File: src/pkg/scs_pkg.sv
// Constants, field layout and types of the serial status flag block
package scs_pkg;

    // ------------------------------------------------------------------
    // Bus and register map
    // ------------------------------------------------------------------
    localparam int SCS_DATA_W = 32;
    localparam int SCS_SEL_W = 4;
    localparam int SCS_STATUS_W = 16;
    localparam logic [7:0] SCS_OFF_STATUS = 8'h00;
    localparam logic [7:0] SCS_OFF_CTRL = 8'h04;
    localparam logic [7:0] SCS_OFF_LEVEL = 8'h08;
    localparam logic [15:0] SCS_STATUS_RESET = 16'h0002;
    localparam logic [15:0] SCS_STATUS_MASK = 16'h030f;

    // ------------------------------------------------------------------
    // Flag bank: index order and status bit positions
    // ------------------------------------------------------------------
    localparam int SCS_NFLAG = 6;
    localparam int SCS_F_RXWAIT = 0;
    localparam int SCS_F_TXLOW = 1;
    localparam int SCS_F_RXOVR = 2;
    localparam int SCS_F_TXUND = 3;
    localparam int SCS_F_RXCTL = 4;
    localparam int SCS_F_TXCTL = 5;
    localparam int SCS_FLAG_POS [SCS_NFLAG] = '{0, 1, 2, 3, 8, 9};
    localparam logic [5:0] SCS_FLAG_RESET = 6'h02;
    localparam logic [5:0] SCS_TX_INIT_MASK = 6'h0a;
    localparam logic [5:0] SCS_RX_INIT_MASK = 6'h05;

    // ------------------------------------------------------------------
    // Control register fields
    // ------------------------------------------------------------------
    localparam int SCS_WM_W = 4;
    localparam int SCS_FIFO_DEPTH = 16;
    localparam int SCS_CNT_W = 5;
    localparam int SCS_CTRL_W = 14;
    localparam logic [13:0] SCS_CTRL_RESET = 14'h0000;
    localparam int SCS_C_TX_SRST = 0;
    localparam int SCS_C_RX_SRST = 1;
    localparam int SCS_C_TXWM_LSB = 4;
    localparam int SCS_C_RXWM_LSB = 8;
    localparam int SCS_C_TX_CONTROL_EMPTY_IRQ_EN = 12;
    localparam int SCS_C_RX_CONTROL_FULL_IRQ_EN = 13;
    localparam int SCS_LVL_RX_LSB = 8;

    // ------------------------------------------------------------------
    // Bus handshake states
    // ------------------------------------------------------------------
    typedef enum logic [1:0] {
        SCS_BUS_IDLE = 2'b01,
        SCS_BUS_ACK = 2'b10
    } scs_bus_state_type;

endpackage

File: src/pkg/scs_flag_if.sv
// Carrier between the register front end and the flag bank
`timescale 1ns/1ps
`default_nettype none
interface scs_flag_if #(
    parameter int N = 6
);
    logic [N-1:0] set;
    logic [N-1:0] init;
    logic [N-1:0] hw_clr;
    logic [N-1:0] wr_zero;
    logic wr_any;
    logic rd_snap;
    logic [N-1:0] flag;

    modport ctl (
        output set,
        output init,
        output hw_clr,
        output wr_zero,
        output wr_any,
        output rd_snap,
        input flag
    );

    modport bank (
        input set,
        input init,
        input hw_clr,
        input wr_zero,
        input wr_any,
        input rd_snap,
        output flag
    );
endinterface
`default_nettype wire

File: src/design/scs_status_flags.sv
// Serial status register with Wishbone slave, flag logic and interrupt requests
//
// Decided for this implementation: the register addresses and the Wishbone register port.
`timescale 1ns/1ps
`default_nettype none
module scs_status_flags #(
    parameter int ADDR_W = 8,
    parameter int FIFO_DEPTH = scs_pkg::SCS_FIFO_DEPTH
) (
    // Clock and reset
    input wire logic i_sys_clk,
    input wire logic i_reset,
    // Wishbone slave
    input wire logic i_wb_cyc,
    input wire logic i_wb_stb,
    input wire logic i_wb_we,
    input wire logic [ADDR_W-1:0] i_wb_adr,
    input wire logic [scs_pkg::SCS_SEL_W-1:0] i_wb_sel,
    input wire logic [scs_pkg::SCS_DATA_W-1:0] i_wb_dat,
    output logic [scs_pkg::SCS_DATA_W-1:0] o_wb_dat,
    output logic o_wb_ack,
    // Datapath events
    input wire logic i_tx_ctrl_moved,
    input wire logic i_rx_ctrl_received,
    input wire logic i_tx_primary_load,
    input wire logic i_rx_primary_done,
    // FIFO levels and DMA service
    input wire logic [scs_pkg::SCS_CNT_W-1:0] i_tx_fifo_count,
    input wire logic [scs_pkg::SCS_CNT_W-1:0] i_rx_fifo_count,
    input wire logic i_tx_dma_en,
    input wire logic i_rx_dma_en,
    // FIFO soft resets
    output logic o_tx_fifo_soft_reset,
    output logic o_rx_fifo_soft_reset,
    // Interrupt requests
    output logic o_tx_control_empty_irq,
    output logic o_rx_control_full_irq
);
    import scs_pkg::*;

    // ------------------------------------------------------------------
    // Helpers
    // ------------------------------------------------------------------
    function automatic logic [SCS_DATA_W-1:0] byte_merge(
        input logic [SCS_DATA_W-1:0] old_val,
        input logic [SCS_DATA_W-1:0] new_val,
        input logic [SCS_SEL_W-1:0] sel
    );
        logic [SCS_DATA_W-1:0] res;
        res = old_val;
        for (int b = 0; b < SCS_SEL_W; b++)
        begin
            if (sel[b])
            begin
                res[b*8 +: 8] = new_val[b*8 +: 8];
            end
        end
        return res;
    endfunction

    function automatic logic reg_hit(
        input logic [ADDR_W-1:0] adr,
        input logic [7:0] offset
    );
        return adr == ADDR_W'(offset);
    endfunction

    function automatic logic [SCS_STATUS_W-1:0] flags_to_status(
        input logic [SCS_NFLAG-1:0] f
    );
        logic [SCS_STATUS_W-1:0] s;
        s = '0;
        for (int i = 0; i < SCS_NFLAG; i++)
        begin
            s[SCS_FLAG_POS[i]] = f[i];
        end
        return s & SCS_STATUS_MASK;
    endfunction

    // ------------------------------------------------------------------
    // Declarations
    // ------------------------------------------------------------------
    scs_bus_state_type bus_q;
    scs_bus_state_type bus_d;
    logic ack_q;
    logic ack_d;
    logic [SCS_DATA_W-1:0] rdat_q;
    logic [SCS_DATA_W-1:0] rdat_d;
    logic [SCS_CTRL_W-1:0] ctrl_q;
    logic [SCS_CTRL_W-1:0] ctrl_d;
    logic tcd_boot_q;
    logic tcd_boot_d;
    logic tx_irq_q;
    logic tx_irq_d;
    logic rx_irq_q;
    logic rx_irq_d;

    logic req;
    logic taken;
    logic first;
    logic hit_status;
    logic hit_ctrl;
    logic hit_level;
    logic status_wr;
    logic [SCS_WM_W-1:0] tx_wm;
    logic [SCS_WM_W-1:0] rx_wm;
    logic [SCS_CNT_W-1:0] tx_wm_ext;
    logic [SCS_CNT_W-1:0] rx_wm_ext;
    logic [SCS_CNT_W-1:0] depth_cnt;
    logic tx_at_or_below;
    logic rx_at_or_above;
    logic [SCS_STATUS_W-1:0] status_val;
    logic [SCS_DATA_W-1:0] level_val;

    scs_flag_if #(.N(SCS_NFLAG)) fl ();

    // ------------------------------------------------------------------
    // Address decode and request timing
    // ------------------------------------------------------------------
    assign req = i_wb_cyc && i_wb_stb;
    assign first = req && (bus_q == SCS_BUS_IDLE);
    assign taken = req && (bus_q == SCS_BUS_ACK);
    assign hit_status = reg_hit(i_wb_adr, SCS_OFF_STATUS);
    assign hit_ctrl = reg_hit(i_wb_adr, SCS_OFF_CTRL);
    assign hit_level = reg_hit(i_wb_adr, SCS_OFF_LEVEL);
    assign status_wr = taken && i_wb_we && hit_status && (i_wb_sel[0] || i_wb_sel[1]);

    // ------------------------------------------------------------------
    // Level comparisons
    // ------------------------------------------------------------------
    assign tx_wm = ctrl_q[SCS_C_TXWM_LSB +: SCS_WM_W];
    assign rx_wm = ctrl_q[SCS_C_RXWM_LSB +: SCS_WM_W];
    assign tx_wm_ext = SCS_CNT_W'(tx_wm);
    assign rx_wm_ext = SCS_CNT_W'(rx_wm);
    assign depth_cnt = SCS_CNT_W'(FIFO_DEPTH);
    assign tx_at_or_below = i_tx_fifo_count <= tx_wm_ext;
    assign rx_at_or_above = i_rx_fifo_count >= rx_wm_ext;

    // ------------------------------------------------------------------
    // Flag bank controls
    // ------------------------------------------------------------------
    always_comb
    begin
        fl.set = '0;
        fl.init = '0;
        fl.hw_clr = '0;
        fl.wr_zero = '0;
        fl.wr_any = status_wr;
        fl.rd_snap = first && !i_wb_we && hit_status;

        // Hardware set events
        fl.set[SCS_F_TXCTL] = i_tx_ctrl_moved || tcd_boot_q;
        fl.set[SCS_F_RXCTL] = i_rx_ctrl_received;
        fl.set[SCS_F_TXUND] = i_tx_primary_load && (i_tx_fifo_count == '0);
        fl.set[SCS_F_RXOVR] = i_rx_primary_done && (i_rx_fifo_count >= depth_cnt);
        fl.set[SCS_F_TXLOW] = tx_at_or_below;
        fl.set[SCS_F_RXWAIT] = rx_at_or_above;

        // Soft resets hold the affected flags at their reset values
        if (ctrl_q[SCS_C_TX_SRST])
        begin
            fl.init = fl.init | SCS_TX_INIT_MASK;
        end
        if (ctrl_q[SCS_C_RX_SRST])
        begin
            fl.init = fl.init | SCS_RX_INIT_MASK;
        end

        // DMA service clears the level flags without software
        fl.hw_clr[SCS_F_TXLOW] = i_tx_dma_en && !tx_at_or_below;
        fl.hw_clr[SCS_F_RXWAIT] = i_rx_dma_en && !rx_at_or_above;

        // Only zero bits in enabled lanes clear; ones are ignored
        for (int i = 0; i < SCS_NFLAG; i++)
        begin
            fl.wr_zero[i] = status_wr && i_wb_sel[SCS_FLAG_POS[i] / 8]
                && !i_wb_dat[SCS_FLAG_POS[i]];
        end
    end

    scs_flag_bank #(
        .N(SCS_NFLAG),
        .RESET_VAL(SCS_FLAG_RESET)
    ) u_flags (
        .i_sys_clk(i_sys_clk),
        .i_reset(i_reset),
        .fl(fl.bank)
    );

    // ------------------------------------------------------------------
    // Read values
    // ------------------------------------------------------------------
    assign status_val = flags_to_status(fl.flag);

    always_comb
    begin
        level_val = '0;
        level_val[0 +: SCS_CNT_W] = i_tx_fifo_count;
        level_val[SCS_LVL_RX_LSB +: SCS_CNT_W] = i_rx_fifo_count;
    end

    // ------------------------------------------------------------------
    // Bus handshake and read data
    // ------------------------------------------------------------------
    always_comb
    begin
        bus_d = bus_q;
        ack_d = 1'b0;
        rdat_d = rdat_q;
        case (bus_q)
            SCS_BUS_IDLE:
            begin
                if (req)
                begin
                    bus_d = SCS_BUS_ACK;
                    ack_d = 1'b1;
                    rdat_d = '0;
                    if (!i_wb_we && hit_status)
                    begin
                        rdat_d[0 +: SCS_STATUS_W] = status_val;
                    end
                    else if (!i_wb_we && hit_ctrl)
                    begin
                        rdat_d[0 +: SCS_CTRL_W] = ctrl_q;
                    end
                    else if (!i_wb_we && hit_level)
                    begin
                        rdat_d = level_val;
                    end
                end
            end
            SCS_BUS_ACK:
            begin
                bus_d = SCS_BUS_IDLE;
                ack_d = 1'b0;
            end
            default:
            begin
                bus_d = SCS_BUS_IDLE;
                ack_d = 1'b0;
            end
        endcase
    end

    always_ff @(posedge i_sys_clk)
    begin
        if (i_reset)
        begin
            bus_q <= SCS_BUS_IDLE;
            ack_q <= 1'b0;
            rdat_q <= '0;
        end
        else
        begin
            bus_q <= bus_d;
            ack_q <= ack_d;
            rdat_q <= rdat_d;
        end
    end

    // ------------------------------------------------------------------
    // Control register
    // ------------------------------------------------------------------
    always_comb
    begin
        logic [SCS_DATA_W-1:0] merged;
        merged = '0;
        ctrl_d = ctrl_q;
        if (taken && i_wb_we && hit_ctrl)
        begin
            merged = byte_merge(SCS_DATA_W'(ctrl_q), i_wb_dat, i_wb_sel);
            ctrl_d = merged[SCS_CTRL_W-1:0];
        end
    end

    always_ff @(posedge i_sys_clk)
    begin
        if (i_reset)
        begin
            ctrl_q <= SCS_CTRL_RESET;
        end
        else
        begin
            ctrl_q <= ctrl_d;
        end
    end

    // ------------------------------------------------------------------
    // Post-reset control-empty set
    // ------------------------------------------------------------------
    always_comb
    begin
        tcd_boot_d = 1'b0;
    end

    always_ff @(posedge i_sys_clk)
    begin
        if (i_reset)
        begin
            tcd_boot_q <= 1'b1;
        end
        else
        begin
            tcd_boot_q <= tcd_boot_d;
        end
    end

    // ------------------------------------------------------------------
    // Interrupt requests
    // ------------------------------------------------------------------
    always_comb
    begin
        tx_irq_d = fl.flag[SCS_F_TXCTL] && ctrl_q[SCS_C_TX_CONTROL_EMPTY_IRQ_EN];
        rx_irq_d = fl.flag[SCS_F_RXCTL] && ctrl_q[SCS_C_RX_CONTROL_FULL_IRQ_EN];
    end

    always_ff @(posedge i_sys_clk)
    begin
        if (i_reset)
        begin
            tx_irq_q <= 1'b0;
            rx_irq_q <= 1'b0;
        end
        else
        begin
            tx_irq_q <= tx_irq_d;
            rx_irq_q <= rx_irq_d;
        end
    end

    // ------------------------------------------------------------------
    // Outputs
    // ------------------------------------------------------------------
    assign o_wb_ack = ack_q;
    assign o_wb_dat = rdat_q;
    assign o_tx_fifo_soft_reset = ctrl_q[SCS_C_TX_SRST];
    assign o_rx_fifo_soft_reset = ctrl_q[SCS_C_RX_SRST];
    assign o_tx_control_empty_irq = tx_irq_q;
    assign o_rx_control_full_irq = rx_irq_q;

endmodule
`default_nettype wire

File: src/design/scs_flag_bank.sv
// Bank of status flags with read-then-clear memory
`timescale 1ns/1ps
`default_nettype none
module scs_flag_bank #(
    parameter int N = 6,
    parameter logic [N-1:0] RESET_VAL = '0
) (
    // Clock and reset
    input wire logic i_sys_clk,
    input wire logic i_reset,
    // Flag controls
    scs_flag_if.bank fl
);
    logic [N-1:0] flag_q;
    logic [N-1:0] flag_d;
    logic [N-1:0] armed_q;
    logic [N-1:0] armed_d;

    // ------------------------------------------------------------------
    // Next flag and read memory
    // ------------------------------------------------------------------
    always_comb
    begin
        flag_d = flag_q;
        armed_d = armed_q;
        for (int i = 0; i < N; i++)
        begin
            if (fl.init[i])
            begin
                flag_d[i] = RESET_VAL[i];
                armed_d[i] = 1'b0;
            end
            else if (fl.set[i])
            begin
                // Set beats a DMA or write clear in the same cycle
                flag_d[i] = 1'b1;
                if (!flag_q[i])
                begin
                    armed_d[i] = 1'b0;
                end
                else if (fl.rd_snap)
                begin
                    armed_d[i] = 1'b1;
                end
                else if (fl.wr_any)
                begin
                    armed_d[i] = 1'b0;
                end
            end
            else if (fl.hw_clr[i] || (fl.wr_zero[i] && armed_q[i]))
            begin
                flag_d[i] = 1'b0;
                armed_d[i] = 1'b0;
            end
            else if (fl.rd_snap && flag_q[i])
            begin
                armed_d[i] = 1'b1;
            end
            else if (fl.wr_any)
            begin
                armed_d[i] = 1'b0;
            end
        end
    end

    always_ff @(posedge i_sys_clk)
    begin
        if (i_reset)
        begin
            flag_q <= RESET_VAL;
            armed_q <= '0;
        end
        else
        begin
            flag_q <= flag_d;
            armed_q <= armed_d;
        end
    end

    assign fl.flag = flag_q;
endmodule
`default_nettype wire

File: config.mk
export PLATFORM = sky130hd
export DESIGN_NAME = scs_status_flags
export DESIGN_NICKNAME = d
export VERILOG_FILES = /design/src/pkg/scs_pkg.sv /design/src/pkg/scs_flag_if.sv /design/src/design/scs_status_flags.sv /design/src/design/scs_flag_bank.sv
export SDC_FILE = /design/constraint.sdc
export NUM_CORES = 1
export LEC_CHECK = 0
export BUFFER_PORTS_ARGS = -buffer_cell sky130_fd_sc_hd__buf_4
export CAP_MARGIN = 0
export CORE_ASPECT_RATIO = 1.5
export CORE_UTILIZATION = 34
export DETAILED_ROUTE_END_ITERATION = 16
export MAX_ROUTING_LAYER = met4
export PLACE_DENSITY_LB_ADDON = 0.2
export REMOVE_ABC_BUFFERS = 1
export SLEW_MARGIN = 30
export SYNTH_ARGS = -nofsm -noshare
export SYNTH_HDL_FRONTEND = slang
export SYNTH_SLANG_ARGS = --single-unit
export TNS_END_PERCENT = 5
File: constraint.sdc
create_clock -name i_sys_clk -period 5.1 [get_ports i_sys_clk]
set_clock_uncertainty 0.2 [all_clocks]
set_input_delay 1.02 -clock i_sys_clk [delete_from_list [all_inputs] [get_ports i_sys_clk]]
set_output_delay 1.02 -clock i_sys_clk [all_outputs]
set_load 0.005 [all_outputs]
Word level (Yosys, flattened, before mapping)

Index checks and enable logic that the tools add are counted.

Flip-flop bits (word level): 64
Bits of input ports: 65
Word-level logic and storage cells: 151

Reduce and logical (&&, ||, !) cells: 69
$lt $le $gt $ge: 3
Equality and inequality tests: 4
Mux-type cells: 54
Bitwise operators: 1

Operators by type and width:

| cell                 | number |
|---|---|
| $mux W1              | 48 |
| $logic_and A1 B1 Y1  | 38 |
| $mux W14             | 2 |
| $mux W16             | 1 |
| $reduce_or A2 Y1     | 7 |
| $mux W13             | 1 |
| $reduce_bool A2 Y1   | 5 |
| $logic_not A1 Y1     | 9 |
| $eq A8 B3 Y1 const B | 1 |
| $eq A8 B4 Y1 const B | 1 |
| $logic_not A8 Y1     | 1 |
| $reduce_and A2 Y1    | 3 |
| $ge A5 B4 Y1         | 1 |
| $ge A5 B5 Y1 const B | 1 |
| $le A5 B4 Y1         | 1 |
| $logic_not A5 Y1     | 1 |
| $logic_or A1 B1 Y1   | 4 |
| $mux W4              | 1 |
| $mux W3              | 1 |
| $reduce_or A3 Y1     | 1 |
| $eq A2 B1 Y1 const B | 1 |
| $eq A2 B2 Y1 const B | 1 |
| $not A1 Y1           | 1 |

Longest topological paths before layout

Word-level depth: 11
Mapped depth: 7
Mapped depth without buffers: 7

Cells and area by module

From an unflattened synthesis, not the netlist that was laid out.

Cells, all modules: 284
Area, all modules: 2519.9 sq um

Modules (own cells, without submodules):

| module           | cells an instance | instances | area an instance (sq um) | sequential area each (sq um) |
|---|---|---|---|---|
| scs_status_flags | 226               | 1         | 2021.9                   | 680.7 |
| scs_flag_bank    | 58                | 1         | 498.0                    | 240.2 |

Worst setup path before layout

Ideal clock, no wire load.

Kind: input to register
Start point: in i_wb_adr[5]
End point: reg u_flags.armed_q[0]
Setup time: 0.103 ns
Stages on the path: 6
Slack: 2.050 ns
Data arrival time: 2.746 ns
Path through: or4_4 or4_4 buf_6 nor3_4 a21oi_2 a2111oi_2

Longest elaborated chain between the ends: 9
Elaborated cells on any way between the ends: 15
Classes of those cells: mux: 6; reduce/logical: 9

Ends and longest elaborated chain:

| what                             | line                    | source |
|---|---|---|
| from (decl)                      | scs_status_flags.sv:17  | `input wire logic [ADDR_W-1:0] i_wb_adr,` |
| $logic_not A8 Y1 *               | scs_status_flags.sv:65  | `return adr == ADDR_W'(offset);` |
| $logic_and A1 B1 Y1 (2 in a row) | scs_status_flags.sv:126 | `assign status_wr = taken && i_wb_we && hit_status && (i_wb_sel[0] \|\| i_wb_sel[1]);` |
| $logic_and A1 B1 Y1              | scs_status_flags.sv:176 | `fl.wr_zero[i] = status_wr && i_wb_sel[SCS_FLAG_POS[i] / 8]` |
| $logic_and A1 B1 Y1              | scs_status_flags.sv:177 | `&& !i_wb_dat[SCS_FLAG_POS[i]];` |
| $logic_and A1 B1 Y1              | scs_flag_bank.sv:50     | `else if (fl.hw_clr[i] \|\| (fl.wr_zero[i] && armed_q[i]))` |
| $logic_or A1 B1 Y1               | scs_flag_bank.sv:50     |  |
| $mux W1                          | scs_flag_bank.sv:50     |  |
| $mux W1 *                        | scs_flag_bank.sv:33     | `else if (fl.set[i])` |
| to (signal assigned)             | scs_flag_bank.sv:76     | `armed_q <= armed_d;` |
| to (decl)                        | scs_flag_bank.sv:16     | `logic [N-1:0] armed_q;` |

Every way passes the cells marked *; elsewhere a longest branch is shown, timed or not.
A chain may end at the register's enable or synchronous reset.

Final worst setup path

Start point: in i_wb_adr[5]
End point: reg ctrl_q[0]

Longest elaborated chain between the ends: 3

Ends and longest elaborated chain:

| what                        | line                    | source |
|---|---|---|
| $eq A8 B3 Y1                | scs_status_flags.sv:65  |  |
| $logic_and A1 B1 Y1         | scs_status_flags.sv:269 | `if (taken && i_wb_we && hit_ctrl)` |
| $reduce_and A2 Y1 (no line) | -                       |  |
| to (signal assigned)        | scs_status_flags.sv:284 | `ctrl_q <= ctrl_d;` |
| to (decl)                   | scs_status_flags.sv:89  | `logic [SCS_CTRL_W-1:0] ctrl_q;` |

Every way passes these cells.

==> out/metrics.yaml <==
drt:
  vias_per_cell: 5.125
  wl_mm: 5.844
  drt_first_pass_iters: 4
  routedWlPerCell_um: 14.61
  drt.antenna.violating_nets: 0
  first_drt_iteration_drcs: 95
  drc_errors: 0
  vias: 2050
critical_path:
  wp_data_arrival_ns: 3.13
  crit_type: "input port to register"
  r2r-start: "bus_q[0]"
  endpoint_kind: "register"
  worst-r2r-setup-slack_ns: 2.92
  number_of_cells_on_the_worst_reg_to_reg_path: 5
  timing.critical_path.fanout_max: 10
  critPathRequiredTime_ns: 5.07
  setup.worst_path.start_class: "input port"
  r2r_end: "o_wb_dat[11]"
power:
  power_density_nw_per_um2: 229.4
  power_leakage_uw: 0.001278
  pwr-share-clk: 0.322
  vdd_drop_max_uv: 145.5
  power.share.switching: 0.2394
  seqPwrFrac: 0.563
  netSwitchingPower_uw: 155.6
  comb_power_share: 0.115
  internal_power_uw: 494.4
sta:
  grt_setup_unrepaired: "false"
  slew_headroom: 0.5873
  finalSetupViolations: 0
  postLayoutSetupSlackWorst_ns: 1.938
  timing.fmax_ghz: 0.3162
  final_hold_violation_count: 0
  finalMaxSlewViolations: 0
  min_period_over_period: 0.6200
  fin_setup_tns_ns: 0
  worst_slew_pin_slew_ns: 0.6174
  fin_crit_ns: 3.162
  fin_hold_ws_ns: 0.2573
final_layout:
  mostFrequentLayoutCell: "sky130_fd_sc_hd__buf_4"
  antennaDiodeCount: 0
  final.fill_count: 675
  final_cell_mix: "64 x sky130_fd_sc_hd__buf_4, 46 x sky130_fd_sc_hd__dfxtp_1, 34 x sky130_fd_sc_hd__nor2_1"
  area_growth_pct: 23.50
  instances_no_fill: 400
  final_nets: 397
  final_layout_size_suffix_gt1_frac: 0.2593
global_routing:
  largest_net_degree_at_the_start_of_global_routing: 40
  first_global_vias: 1969
  grtUsageTotal: 0.1746
  globalRouteOverflowTotal: 0
  antenna_found_initial: 0
  grt_pass1_wl_mm: 9.239
synthesis:
  synth.mux.area_fraction: 0.07470
  yosys.area.top_type: "sky130_fd_sc_hd__dfxtp_1"
  yosys.area_share.xor_xnor: 0
  synth_compound_gate_area_share: 0.1690
  postSynthRegisterBits: 46
  synth_area_leaders: "sky130_fd_sc_hd__dfxtp_1 40%, sky130_fd_sc_hd__mux2i_1 7.0%, sky130_fd_sc_hd__buf_4 6.2%"
  synth_flop_cell: "sky130_fd_sc_hd__dfxtp_1"
  synth_top_family_by_area: "simple AND/OR/NAND/NOR gates"
  synth_simple_gate_area_frac: 0.2017
  yosys.area_share.adder: 0.04362
  ys_warn_count: 0
  synth_enable_flop_cells: 0
  synth_async_sr_flop_share: 0
  syn_area_per_cell_um2: 8.758
  postSynthCellCount: 262
  post-synth-top-area-fraction: 0.4013
  synthesis.area_um2: 2295
  synth.yosys.seq_area_share: 0.4013
  netlist-cell-type-count: 45
clock_network:
  clock_latency_late_sink_ns: 0.29
  cts_hold_buf: 0
  tritoncts_num_sinks: 46
  post-cts-setup-buffers: 0
  clockBufferDepth: 2
  inserted_clock_buffers: 5
  cts-root-buf: "sky130_fd_sc_hd__clkbuf_8"
  cts_resized: 0
  cts_htree_levels: 2
  tritoncts_clock_tree: "yes"
  clk_transition_reported_paths_ns: 0.08
floorplanning:
  initial_standard_cell_utilization_of_the_core: 0.3538
  core.rowCount: 36
  die_width_um: 69.08
  dieHeight_um: 102.6
  io-pin-count: 102
  core_area_um2: 6486
  fp.dieArea_um2: 7088
status:
  outcome: "finished, final reports clean"
place:
  portBuffers: 63
  placed_cells_incl_taps: 393
  dp_worst_setup_slack_ns: 1.601
  place_congestion: 0.8573
  hpwlAfterDp_mm: 4.398
hold_path:
  timing.hold.worst_path_depth: 2
  hold_path_end: "o_rx_control_full_irq"
  hold_path_startpoint: "ctrl_q[13]"
  class_of_the_tightest_hold_or_removal_check: "register to register"
job:
  drv_cap: 0
## kinds of logic (layout without fill, tap and decap cells)
kind of cell	count (synthesis)	count (layout)
simple gates	89	89
compound gates	56	56
flops	46	46
buf+inv	45	90
mux	17	17
fa+ha+maj	8	8
other cells	1	18
## critical path: stages
cell and delay (ns):
sky130_fd_sc_hd__buf_4 0.11, sky130_fd_sc_hd__or4_4 0.55, sky130_fd_sc_hd__nor4_4 0.50, sky130_fd_sc_hd__nand3_1 0.59
sky130_fd_sc_hd__mux2i_1 0.31, sky130_fd_sc_hd__nor2_1 0.06
## registers in the layout (all words and copies together) (netlist names)
| register | flops |
|---|---|
| bus_q | 2 |
| ctrl_q | 14 |
| o_rx_control_full_irq | 1 |
| o_tx_control_empty_irq | 1 |
| o_wb_ack | 1 |
| o_wb_dat | 14 |
| tcd_boot_q | 1 |
| u_flags.armed_q | 6 |
| u_flags.fl.flag | 6 |
## synth_stat cells (2+ instances only)
| cell type | number |
|---|---|
| sky130_fd_sc_hd__dfxtp_1 | 46 |
| sky130_fd_sc_hd__nor2_1 | 34 |
| sky130_fd_sc_hd__buf_4 | 19 |
| sky130_fd_sc_hd__inv_1 | 19 |
| sky130_fd_sc_hd__a21oi_1 | 18 |
| sky130_fd_sc_hd__nand2_1 | 17 |
| sky130_fd_sc_hd__mux2i_1 | 16 |
| sky130_fd_sc_hd__ha_1 | 8 |
| sky130_fd_sc_hd__nor2b_1 | 7 |
| sky130_fd_sc_hd__o21ai_0 | 7 |
| sky130_fd_sc_hd__a22oi_1 | 6 |
| sky130_fd_sc_hd__clkbuf_1 | 6 |
| sky130_fd_sc_hd__nand3_1 | 6 |
| sky130_fd_sc_hd__nand2b_1 | 5 |
| sky130_fd_sc_hd__a221oi_1 | 4 |
| sky130_fd_sc_hd__or2_2 | 4 |
| sky130_fd_sc_hd__a222oi_1 | 3 |
| sky130_fd_sc_hd__nand4_1 | 3 |
| sky130_fd_sc_hd__a21boi_0 | 2 |
| sky130_fd_sc_hd__a31o_2 | 2 |
| sky130_fd_sc_hd__a41oi_1 | 2 |
| sky130_fd_sc_hd__nand4b_1 | 2 |
| sky130_fd_sc_hd__nor3_1 | 2 |
| sky130_fd_sc_hd__nor4_1 | 2 |
| sky130_fd_sc_hd__or4_4 | 2 |
## worst max-delay path by stage
stage                            from                 end
after CTS                 i_wb_adr[5]           ctrl_q[6]
after global routing      i_wb_adr[5]           ctrl_q[2]
after detailed placement  i_wb_adr[5]           ctrl_q[6]
final                     i_wb_adr[5]           ctrl_q[0]
after floorplan           i_wb_adr[5]  u_flags.armed_q[0]
after global placement    i_wb_adr[5]           ctrl_q[0]
## cell type report
cell class | count | area (um^2) | share of cell area
inverters | 19 | 71.32 | 0.02517
repair buffers | 64 | 480.5 | 0.1695
multi-input cells | 188 | 1190 | 0.4199
flip-flops and latches | 46 | 920.9 | 0.3249
clock buffers | 7 | 76.32 | 0.02693
well taps | 76 | 95.09 | 0.03355
## metal layers
| layer | GRT usage | wire length, um | up-vias |
|---|---|---|---|
| met2 | 0.3040 | 2997 | 79 |
| met4 | 0.08006 | 159 | 0 |
| met1 | 0.1931 | 2288 | 960 |
| li1 | - | - | 1000 |
| met3 | 0.03421 | 397 | 11 |
| met5 | - | 0 | - |
## stage by stage
| stage | cell area (um^2) | total power (uW) | utilization |
|---|---|---|---|
| 3_3_place_gp | 2758 | 448.8 | 0.4252 |
| 4_1_cts | 2834 | 657.4 | 0.4369 |
| 2_1_floorplan | 2182 | 402.6 | - |
| 3_5_place_dp | 2758 | 449.1 | 0.4252 |
| 6_report | 2834 | 650.0 | 0.4369 |
| 5_1_grt | 2834 | 680.5 | 0.4369 |
## power by group through the flow
stage / Combinational [uW] / Sequential, uW / Clock (uW)
2_1_floorplan: 28.9 / 374 / 0
3_3_place_gp: 74.3 / 375 / 0
3_5_place_dp: 74.6 / 375 / 0
4_1_cts: 75.0 / 366 / 216
5_1_grt: 82.4 / 366 / 232
6_report: 74.9 / 366 / 209
No activity file was read; power rests on OpenSTA's default activity.
